File: config.mk
export PLATFORM = sky130hd
export DESIGN_NAME = mec_memory_error_capture
export DESIGN_NICKNAME = d
export VERILOG_FILES = /design/src/rtl/mec_pkg.sv /design/src/rtl/mec_memory_error_capture.sv
export SDC_FILE = /design/constraint.sdc
export NUM_CORES = 1
export LEC_CHECK = 0
export BUFFER_PORTS_ARGS = -buffer_cell sky130_fd_sc_hd__buf_4
export CAP_MARGIN = 20
export CORE_ASPECT_RATIO = 0.6
export CORE_UTILIZATION = 54
export CTS_BUF_LIST = sky130_fd_sc_hd__clkbuf_8
export DETAILED_ROUTE_END_ITERATION = 8
export PLACE_DENSITY = 0.92
export SYNTH_ARGS = -nofsm -noshare
export SYNTH_HDL_FRONTEND = slang
export SYNTH_SLANG_ARGS = --single-unit
File: constraint.sdc
create_clock -name core_clk -period 6.5 [get_ports core_clk]
set_input_delay 0.65 -clock core_clk [delete_from_list [all_inputs] [get_ports core_clk]]
set_output_delay 0.65 -clock core_clk [all_outputs]
set_load 0.03 [all_outputs]
File: src/rtl/mec_pkg.sv
// Constants, register map and carrier types of the memory error capture block.
// Assumes a 32-bit APB slave and a 39-bit memory word (check bits on top).
package mec_pkg;
	localparam int        MEC_DATA_W   = 32;
	localparam int        MEC_CHK_W    = 7;
	localparam int        MEC_WORD_W   = MEC_DATA_W + MEC_CHK_W;
	localparam int        MEC_PAGE_W   = 20;
	localparam int        MEC_ADDR_W   = 12;
	// Register byte offsets
	localparam logic [11:0] MEC_OFS_STATUS  = 12'h000;
	localparam logic [11:0] MEC_OFS_IRQSTAT = 12'h004;
	localparam logic [11:0] MEC_OFS_IRQCLR  = 12'h008;
	localparam logic [11:0] MEC_OFS_IRQEN   = 12'h00C;
	// Status register field positions and the systemControl keep bit
	localparam int        MEC_B_UNCORR = 31;
	localparam int        MEC_B_HIRATE = 30;
	localparam int        MEC_B_CORR   = 29;
	localparam int        MEC_B_PAGE   = 9;
	localparam int        MEC_B_DMA    = 8;
	localparam int        MEC_B_PARITY = 7;
	localparam int        MEC_SYS_KEEP = 7;
	// Interrupt event bits
	localparam int        MEC_IRQ_W    = 4;
	localparam int        MEC_I_CORR   = 0;
	localparam int        MEC_I_UNCORR = 1;
	localparam int        MEC_I_PARITY = 2;
	localparam int        MEC_I_DMA    = 3;
	localparam logic [6:0] MEC_SYN_NONE   = 7'h00;
	localparam logic [6:0] MEC_SYN_BADCHK = 7'h07;
	// Syndrome of a single flipped data bit, index = data bit
	localparam logic [6:0] MEC_DATA_SYN [0:31] = '{
		7'h58, 7'h1C, 7'h1A, 7'h5E, 7'h1F, 7'h5B, 7'h5D, 7'h19,
		7'h68, 7'h2C, 7'h2A, 7'h6E, 7'h2F, 7'h6B, 7'h6D, 7'h29,
		7'h70, 7'h34, 7'h32, 7'h76, 7'h37, 7'h73, 7'h75, 7'h31,
		7'h38, 7'h7C, 7'h7A, 7'h3E, 7'h7F, 7'h3B, 7'h3D, 7'h79};
	typedef enum logic [1:0] {MEC_RK_NONE, MEC_RK_CORR, MEC_RK_UNCORR,
		MEC_RK_PARITY} mec_rank_e;
	typedef struct packed {
		logic                  valid;
		logic                  isDma;
		logic                  parityErr;
		logic [MEC_PAGE_W-1:0] page;
		logic [MEC_DATA_W-1:0] data;
	} mec_wr_s;
	typedef struct packed {
		logic                  valid;
		logic                  isDma;
		logic [MEC_PAGE_W-1:0] page;
		logic [MEC_WORD_W-1:0] word;
	} mec_rd_s;
	typedef struct packed {
		logic                  valid;
		logic                  uncorr;
		logic [MEC_DATA_W-1:0] data;
	} mec_rdres_s;
endpackage

File: src/rtl/mec_memory_error_capture.sv
// Error capture, ECC generation/check and status register of main memory.
// Assumes write/read requests from controller logic on core_clk, an APB
// master on core_clk, and an asynchronous dc_power_ok pin.
`timescale 1ns/100ps
module mec_memory_error_capture (
	input  wire logic                       core_clk,    // 125 MHz clock
	input  wire logic                       srst,        // Sync reset, high
	input  wire logic                       dcPowerOk,   // Async pin
	input  wire logic [7:0]                 systemControl, // System control
	input  wire mec_pkg::mec_wr_s           wrReq,       // Write request
	input  wire mec_pkg::mec_rd_s           rdReq,       // Raw word read back
	output logic      [mec_pkg::MEC_WORD_W-1:0] memWord, // Word to store
	output logic                            memWordValid, // Store strobe
	output mec_pkg::mec_rdres_s             rdRes,       // Corrected read
	input  wire logic                       psel,        // APB select
	input  wire logic                       penable,     // APB enable
	input  wire logic                       pwrite,      // APB direction
	input  wire logic [mec_pkg::MEC_ADDR_W-1:0] paddr,   // APB byte address
	input  wire logic [31:0]                pwdata,      // APB write data
	output logic      [31:0]                prdata,      // APB read data
	output logic                            pready,      // APB ready
	output logic                            pslverr,     // Unmapped access
	output logic                            irq          // Level interrupt
);
	import mec_pkg::*;

	typedef struct packed {
		logic                  pwrOkMeta;
		logic                  pwrOkSync;
		logic                  pwrOkPrev;
		logic                  fUncorr;
		logic                  fHiRate;
		logic                  fCorr;
		logic                  fDma;
		logic                  fParity;
		mec_rank_e             rank;
		logic [MEC_PAGE_W-1:0] page;
		logic [6:0]            syn;
		logic [MEC_IRQ_W-1:0]  irqStat;
		logic [MEC_IRQ_W-1:0]  irqEn;
		logic                  irq;
		logic [MEC_WORD_W-1:0] memWord;
		logic                  memWordValid;
		mec_rdres_s            rdRes;
		logic [31:0]           prdata;
		logic                  pready;
		logic                  pslverr;
	} mec_state_s;

	mec_state_s st;
	mec_state_s next_st;

	// Check bits of a data word; syndrome = stored ^ recomputed
	function automatic logic [6:0] eccChk(input logic [MEC_DATA_W-1:0] d);
		logic [6:0] c;
		c = MEC_SYN_NONE;
		for (int i = 0; i < MEC_DATA_W; i++) begin
			if (d[i])
				c = c ^ MEC_DATA_SYN[i];
		end
		return c;
	endfunction

	// Returns {hit, position}; positions 32..38 are check bits
	function automatic logic [6:0] synPos(input logic [6:0] s);
		logic [6:0] r;
		r = 7'h00;
		for (int i = 0; i < MEC_DATA_W; i++) begin
			if (s == MEC_DATA_SYN[i])
				r = {1'b1, i[5:0]};
		end
		for (int j = 0; j < MEC_CHK_W; j++) begin
			if (s == (7'h01 << j))
				r = {1'b1, 6'(MEC_DATA_W + j)};
		end
		return r;
	endfunction

	logic [6:0]            rdSyn;
	logic [6:0]            rdPos;
	logic                  rdErr;
	logic                  rdSingle;
	logic                  wrParity;
	mec_rank_e             candRank;
	logic [MEC_PAGE_W-1:0] candPage;
	logic [6:0]            candSyn;
	logic                  envClear;
	logic                  apbAcc;
	logic                  apbWr;
	logic [31:0]           statusWord;

	always_comb begin
		rdSyn    = rdReq.word[MEC_WORD_W-1:MEC_DATA_W]
			^ eccChk(rdReq.word[MEC_DATA_W-1:0]);
		rdPos    = synPos(rdSyn);
		rdErr    = rdReq.valid && (rdSyn != MEC_SYN_NONE);
		rdSingle = rdErr && rdPos[6];
		// DMA writes skip the bus parity check
		wrParity = wrReq.valid && !wrReq.isDma && wrReq.parityErr;
		// Pick the higher-ranked of this cycle's events
		candRank = MEC_RK_NONE;
		candPage = rdReq.page;
		candSyn  = rdSyn;
		if (wrParity) begin
			candRank = MEC_RK_PARITY;
			candPage = wrReq.page;
			candSyn  = MEC_SYN_BADCHK;
		end else if (rdSingle) begin
			candRank = MEC_RK_CORR;
		end else if (rdErr) begin
			candRank = MEC_RK_UNCORR;
		end
		envClear = st.pwrOkPrev && !st.pwrOkSync
			&& !systemControl[MEC_SYS_KEEP];
		apbAcc   = psel && penable && st.pready;
		apbWr    = apbAcc && pwrite;
		statusWord = {st.fUncorr, st.fHiRate, st.fCorr, st.page,
			st.fDma, st.fParity, st.syn};
	end

	always_comb begin
		logic       wantClr;
		wantClr  = 1'b0;
		next_st = st;
		next_st.pwrOkMeta = dcPowerOk;
		next_st.pwrOkSync = st.pwrOkMeta;
		next_st.pwrOkPrev = st.pwrOkSync;

		// Write path: seven check bits on four data bytes
		next_st.memWordValid = wrReq.valid;
		if (wrReq.valid)
			next_st.memWord = {eccChk(wrReq.data)
				^ (wrParity ? MEC_SYN_BADCHK : MEC_SYN_NONE),
				wrReq.data};

		// Read path: correct data bits, check-bit hits need no fix
		next_st.rdRes.valid  = rdReq.valid;
		next_st.rdRes.uncorr = rdErr && !rdSingle;
		if (rdReq.valid) begin
			next_st.rdRes.data = rdReq.word[MEC_DATA_W-1:0];
			if (rdSingle && rdPos[5:0] < 6'(MEC_DATA_W))
				next_st.rdRes.data[rdPos[4:0]] =
					!rdReq.word[rdPos[4:0]];
		end

		// Software clears first, so a same-cycle event wins
		if (apbWr && paddr == MEC_OFS_STATUS) begin
			if (pwdata[MEC_B_UNCORR]) next_st.fUncorr = 1'b0;
			if (pwdata[MEC_B_HIRATE]) next_st.fHiRate = 1'b0;
			if (pwdata[MEC_B_CORR])   next_st.fCorr   = 1'b0;
			if (pwdata[MEC_B_DMA])    next_st.fDma    = 1'b0;
			if (pwdata[MEC_B_PARITY]) next_st.fParity = 1'b0;
			wantClr = 1'b1;
		end
		// Page field takes no software data at all
		if (apbWr && paddr == MEC_OFS_IRQCLR)
			next_st.irqStat = st.irqStat & ~pwdata[MEC_IRQ_W-1:0];
		if (apbWr && paddr == MEC_OFS_IRQEN)
			next_st.irqEn = pwdata[MEC_IRQ_W-1:0];
		// Rank falls back once every ranked flag has been cleared
		if (wantClr && !next_st.fUncorr && !next_st.fCorr
				&& !next_st.fParity)
			next_st.rank = MEC_RK_NONE;

		if (wrParity) begin
			next_st.fParity = 1'b1;
			next_st.irqStat[MEC_I_PARITY] = 1'b1;
		end
		if (rdErr && !rdSingle) begin
			next_st.fHiRate = next_st.fHiRate | st.fUncorr;
			next_st.fUncorr = 1'b1;
			next_st.irqStat[MEC_I_UNCORR] = 1'b1;
		end
		if (rdSingle) begin
			next_st.fCorr = 1'b1;
			next_st.irqStat[MEC_I_CORR] = 1'b1;
		end
		if (rdErr && rdReq.isDma) begin
			next_st.fDma = 1'b1;
			next_st.irqStat[MEC_I_DMA] = 1'b1;
		end
		// Strictly higher rank only; page and syndrome move together
		if (candRank > next_st.rank) begin
			next_st.rank = candRank;
			next_st.page = candPage;
			next_st.syn  = candSyn;
		end

		// Power-ok loss with systemControl bit 7 clear acts like reset on the status register
		if (envClear) begin
			next_st.fUncorr = 1'b0;
			next_st.fHiRate = 1'b0;
			next_st.fCorr   = 1'b0;
			next_st.fDma    = 1'b0;
			next_st.fParity = 1'b0;
			next_st.rank    = MEC_RK_NONE;
			next_st.page    = '0;
			next_st.syn     = MEC_SYN_NONE;
		end
		next_st.irq = |(next_st.irqStat & next_st.irqEn);

		// APB: one wait state, ready for a single cycle
		next_st.pready  = psel && penable && !st.pready;
		next_st.pslverr = 1'b0;
		next_st.prdata  = '0;
		if (psel && penable && !st.pready) begin
			case (paddr)
				MEC_OFS_STATUS:  next_st.prdata = statusWord;
				MEC_OFS_IRQSTAT: next_st.prdata = 32'(st.irqStat);
				MEC_OFS_IRQCLR:  next_st.prdata = '0;
				MEC_OFS_IRQEN:   next_st.prdata = 32'(st.irqEn);
				default:         next_st.pslverr = 1'b1;
			endcase
		end
	end

	always_ff @(posedge core_clk) begin
		if (srst)
			st <= '0;
		else
			st <= next_st;
	end

	assign memWord      = st.memWord;
	assign memWordValid = st.memWordValid;
	assign rdRes        = st.rdRes;
	assign prdata       = st.prdata;
	assign pready       = st.pready;
	assign pslverr      = st.pslverr;
	assign irq          = st.irq;
endmodule

# Yosys cells after proc, flatten, opt, wreduce, memory -nomap -nowiden
# Index checks and enable logic that the tools add are counted.
[classes]
n_reduce_logical = 38
eq_ne = 42
bitwise_logic = 69
order_cmp = 5
mux = 168
[ops]
columns = ["cell", "count"]
rows = [
  ["two-way mux 7 bit", 104],
  ["NOT 5 bit", 36],
  ["two-way mux 6 bit", 24],
  ["equality test 7 bit (second input constant)", 17],
  ["case mux 32 bit (3 select lines)", 1],
  ["equality test 7 x 6 -> 1 bit (second input constant)", 13],
  ["NOT 3 bit", 24],
  ["two-way mux 5 bit", 9],
  ["equality test 7 x 5 -> 1 bit (second input constant)", 5],
  ["bitwise mux 32 bit", 1],
  ["two-way mux 32 bit", 1],
  ["two-way mux 29 bit", 1],
  ["equality test 12 x 4 -> 1 bit (second input constant)", 2],
  ["logical AND 1 bit", 20],
  ["two-way mux 20 bit", 1],
  ["two-way mux 1 bit", 16],
  ["NOT 7 bit", 2],
  ["equality test 12 x 3 -> 1 bit (second input constant)", 1],
  ["zero test 12 bit", 1],
  ["two-way mux 2 bit", 5],
  ["zero test 1 bit", 9],
  ["bitwise AND 4 bit", 2],
  ["two-way mux 4 bit", 2],
  ["OR reduction 4 bit", 2],
  ["other kinds (21)", 23],
]
[totals]
regBits = 154
in_bits = 174
output_inout_bits = 109
wordCells = 344

# Longest topological paths before layout
[logic_depth]
depth_word = 110
depth_mapped = 20

# Least setup slack after synthesis
# Ideal clock, no wire load.
[synth_timing]
path_type = "input to register"
start = "input port rdReq[1] (netlist name)"
end = "register st[128] (netlist name)"
cell_stages = 17
setup_ns = 0.091
slack_ns = 1.601
arrival_ns = 4.809
required_time_ns = 6.409
path_cell_list = "xnor3_1 -> xnor3_1 -> xnor3_1 -> clkbuf_1 -> or4_1 -> o21ai_0 -> or3_1 -> or2_2 -> clkbuf_1 -> nand2_1 -> ha_1 -> nor2b_1 -> o21a_1 -> clkbuf_1 -> buf_1 -> nor2_1 -> a311oi_1"
[synth_between]
elab_chain_len = 98
[synth_lines]
columns = ["element", "line_no", "rtl"]
rows = [
  ["start: declaration", "mec_memory_error_capture.sv:11", "input wire mec_pkg::mec_rd_s rdReq,"],
  ["two-way mux 5 bit *", "mec_memory_error_capture.sv:58", "if (d[i])"],
  ["NOT 3 bit (no source line)", "-", ""],
  ["two-way mux 5 bit *", "mec_memory_error_capture.sv:58", ""],
  ["NOT 5 bit (no source line)", "-", ""],
  ["two-way mux 7 bit *", "mec_memory_error_capture.sv:58", ""],
  ["NOT 5 bit (no source line)", "-", ""],
  ["two-way mux 5 bit *", "mec_memory_error_capture.sv:58", ""],
  ["NOT 5 bit (no source line)", "-", ""],
  ["(+45 left out)", "-", ""],
  ["XOR 7 bit *", "mec_memory_error_capture.sv:94", "^ eccChk(rdReq.word[MEC_DATA_W-1:0]);"],
  ["equality test 7 bit", "mec_memory_error_capture.sv:69", "if (s == MEC_DATA_SYN[i])"],
  ["two-way mux 7 bit (32 in series)", "mec_memory_error_capture.sv:69", ""],
  ["two-way mux 7 bit (7 in series)", "mec_memory_error_capture.sv:73", "if (s == (7'h01 << j))"],
  ["logical AND 1 bit", "mec_memory_error_capture.sv:97", "rdSingle = rdErr && rdPos[6];"],
  ["two-way mux 2 bit *", "mec_memory_error_capture.sv:108", "end else if (rdSingle) begin"],
  ["two-way mux 2 bit *", "mec_memory_error_capture.sv:104", "if (wrParity) begin"],
  ["> comparator 2 bit *", "mec_memory_error_capture.sv:183", "if (candRank > next_st.rank) begin"],
  ["end signal: assignment", "mec_memory_error_capture.sv:221", "st <= next_st;"],
  ["end: declaration", "mec_memory_error_capture.sv:50", "mec_state_s st;"],
]
# Mark *: on every way between the ends. The rest lies on a longest branch, timed or not.
# A chain may end at the register's enable or synchronous reset.

# Worst setup path in the final report
[layout_timing]
start = "input port rdReq[6] (netlist name)"
end = "register st[124] (netlist name)"
[layout_between]
elab_chain_len = 88
[layout_lines]
columns = ["element", "line_no"]
rows = [
  ["two-way mux 7 bit *", "mec_memory_error_capture.sv:58"],
  ["NOT 3 bit (no source line)", "-"],
  ["two-way mux 5 bit", "mec_memory_error_capture.sv:58"],
  ["NOT 3 bit (no source line) or two-way mux 7 bit (tied branches)", "-"],
  ["two-way mux 7 bit *", "mec_memory_error_capture.sv:58"],
  ["NOT 3 bit (no source line) or two-way mux 6 bit (tied branches)", "-"],
  ["two-way mux 6 bit or two-way mux 7 bit (tied branches)", "mec_memory_error_capture.sv:58"],
  ["NOT 3 bit (no source line) or two-way mux 6 bit (tied branches)", "-"],
  ["(+35 left out)", "-"],
  ["XOR 7 bit *", "mec_memory_error_capture.sv:94"],
  ["equality test 7 bit", "mec_memory_error_capture.sv:69"],
  ["two-way mux 7 bit (32 in series)", "mec_memory_error_capture.sv:69"],
  ["two-way mux 7 bit (7 in series)", "mec_memory_error_capture.sv:73"],
  ["logical AND 1 bit", "mec_memory_error_capture.sv:97"],
  ["two-way mux 2 bit *", "mec_memory_error_capture.sv:108"],
  ["two-way mux 2 bit *", "mec_memory_error_capture.sv:104"],
  ["> comparator 2 bit *", "mec_memory_error_capture.sv:183"],
]
# Marks and branches as above.

==> reports/qor.txt <==
Setup TNS - 0 ns
Max-slew violation count - 0
CP max FO - 46
RSZ-0062 raised after global routing - no
Post-Syn Area - 9700 µm²
Global-route wire length before repair - 42,400 µm
Largest net degree at the start of global routing - 89
TritonCTS clock tree - built
Post-synth top area share - 31.8%
Io pins - 283
Clock sink count - 154
Post-synthesis mux area share - 5.71%
Core Area - 17,400 µm²
Clk_skew - 0.00933 ns
FILL cells - 1,414
Starting Density - 55.9%
Register bit total from synthesis - 154
Most common cell after layout, fill and taps aside - buf_4
Mapped Cells - 1,100
Hold_buf cts - 0
CP required - 6.83 ns
Syn nets - 1,276
CP Cell Sequence - buf_4, xnor2_1, xnor2_2, xnor3_1, xnor2_1, or4_1, o21ai_0, or3_1, or2_2, nand2_1, ha_1, nor2b_1, o21a_1, buf_4, nor2_1, a311oi_1
P&R area growth vs syn - 17.0%
Crit Path Class - in2reg
Kind of end point of the critical path - register
Synth Flop Type - dfxtp_1
Critical Path Max Stage Delay - 0.93 ns
Worst Setup Start Kind - input port
Insertion delay to the later sink of the worst-skew pair - 0.44 ns
Hold Crit Class - in2reg
Compound-Gate Fraction of Synth Area - 14.4%
Routed vias/inst - 5.77
Residual DRC count - 0
Final setup vio count - 0
Mapped Avg Cell Area - 8.82 µm²
Crit path DAT - 5.64 ns
EDFF count, synth - 0
Final HPWL DP - 20,500 µm
Leakage - 5.04 nW
Die Wd - 175 µm
Worst slew pin tran - 1.18 ns
TritonCTS buffer count - 17
Synth top area cells - dfxtp_1 (32%), xnor2_1 (8.8%), buf_4 (8.1%), xnor3_1 (5.8%), mux2i_1 (5.4%)
Yosys top cell by area - dfxtp_1
CTS-repair resized insts - 0
DR vias - 8,462
Gr ovfl total - 0
Setup WS post-layout - 1.19 ns
Layout Nets - 1,396
Max Cap Viol - 0
Number of global-route vias before repair - 8,085
Largest family of logic cells by synthesized area - XOR/XNOR gates
Total GRT Usage - 29.0%
Htree depth - 4
Slowest CP cell - xnor2_1
Status - finished clean
Most frequent cells in the layout - buf_4 (265), dfxtp_1 (154), nor2_1 (125)
Post-synthesis xor/xnor area fraction - 19.3%
Initial DRC Count - 1,002
Final GP Congestion - 1.02
P per Cell Area - 510 nW/µm²
Peak VDD IR - 0.482 mV
Post-CTS Setup Bufs - 0
Worst slack, placed - 0.923 ns
Clock transition at the registers of the reported paths - 0.08 ns
CTS Root Cell - clkbuf_8
CTS Buffer Depth - 2
Share of layout cells above drive strength 1 - 26.5%
DRT Pass-1 Iters - 6
Initial antenna violation count - 0
Max Clk Rate - 188 MHz
Final ANT Viol Nets - 0
Row Count - 37
Slew headroom - 20.8%
Total die area - 18,500 µm²
Synth unique cells - 73
Post-Synth Simple-Gate Area - 17.2%
Adder-cell share of the synthesized area - 0.258%
Fin crit share - 81.7%
Die height - 106 µm
Post-synth ARST share - 0%
Final Hold Fails - 0
Final Critical Period - 5.31 ns
Ant diodes - 0
Drt total wl - 27,100 µm
Sequential element share of the synthesized area - 31.8%
Yosys synthesis warning count - 0
I/O Buffers - 252
Wire per inst - 18.4 µm
## Yosys cell counts, drive strengths merged, types with 5 or more instances
cell type	number
a211oi	12
a21o	16
a21oi	38
a22oi	7
a311o	10
a311oi	32
a31oi	11
and2	33
buf	128
clkbuf	38
dfxtp	154
inv	16
mux2i	52
nand2	98
nand2b	9
nand3	20
nor2	125
nor2b	11
nor3	25
nor4	11
o211ai	5
o21ai	22
o22ai	9
or2	6
or3	6
xnor2	104
xnor3	28
xor2	20
## state kept, by name (all words and copies together), names as in the netlist, 2 cells and up
name / cells
st: 43
memWord: 39
rdRes: 34
prdata: 32
next_st: 2
## path summary, 6_finish.rpt
| path | startpoint | endpoint | slack (ns) | cells past startpoint |
|---|---|---|---|---|
| worst min register to register | next_st[152] | next_st[151] | 0.45 | 1 |
| worst max-delay path | rdReq[6] | st[124] | 1.19 | 16 |
| worst min-delay path | dcPowerOk | next_st[152] | 0.45 | 2 |
| worst max register to register | pready | st[124] | 3.75 | 11 |
## worst max-delay path, delay by kind of cell
kind / cells / cell delay, ns
buffers and inverters: 2 / 0.54
AO/OA/AOI/OAI: 3 / 0.60
adder cells (fa/ha/maj): 1 / 0.15
AND/OR/NAND/NOR: 6 / 1.57
XOR/XNOR: 4 / 2.10
## logic make-up (layout without fill, tap and decap cells)
logic type,count (synthesis),count (layout)
simple gates,359,359
mux,55,55
compound gates,193,193
xor+xnor,155,155
buf+inv,182,315
flops,154,154
fa+ha+maj,2,2
## area by class of cell
cell class / count / area (µm²) / share of cell area, %
clock buffers: 18 / 248 / 2.18
clock inverters: 14 / 113 / 0.992
inverters: 16 / 60.1 / 0.529
multi-input cells: 764 / 5530 / 48.7
flip-flops and latches: 154 / 3080 / 27.2
well taps: 234 / 293 / 2.58
repair buffers: 267 / 2020 / 17.8
## layer usage
layer  global-route usage [%]  up-vias  wire length [µm]
li1                         -     3932                 -
met1                     38.3     3994             11400
met2                     44.8      488             12000
met3                     9.67       48              3140
met4                     8.57        0               551
met5                        0        -                 0
## power by group
group	switching, W	total, W	internal, W	leakage, nW
clock network	0.000403	0.000685	0.000283	0.174
registers	0.0000611	0.00114	0.00108	1.27
logic	0.00256	0.00396	0.00141	3.60
## per-stage QoR
stage                     utilization (%)  std cells  area, µm²  hold slack, ns  total power [W]
after floorplan                         -       1100       9700           0.414          0.00414
after global placement               63.1       1433      11000           0.429          0.00492
after detailed placement             63.1       1433      11000           0.438          0.00497
after CTS                            65.2       1465      11300           0.434          0.00567
after global routing                 65.4       1467      11400           0.422          0.00616
final                                65.4       1467      11400           0.447          0.00579
(Power assumes the default switching activity.)
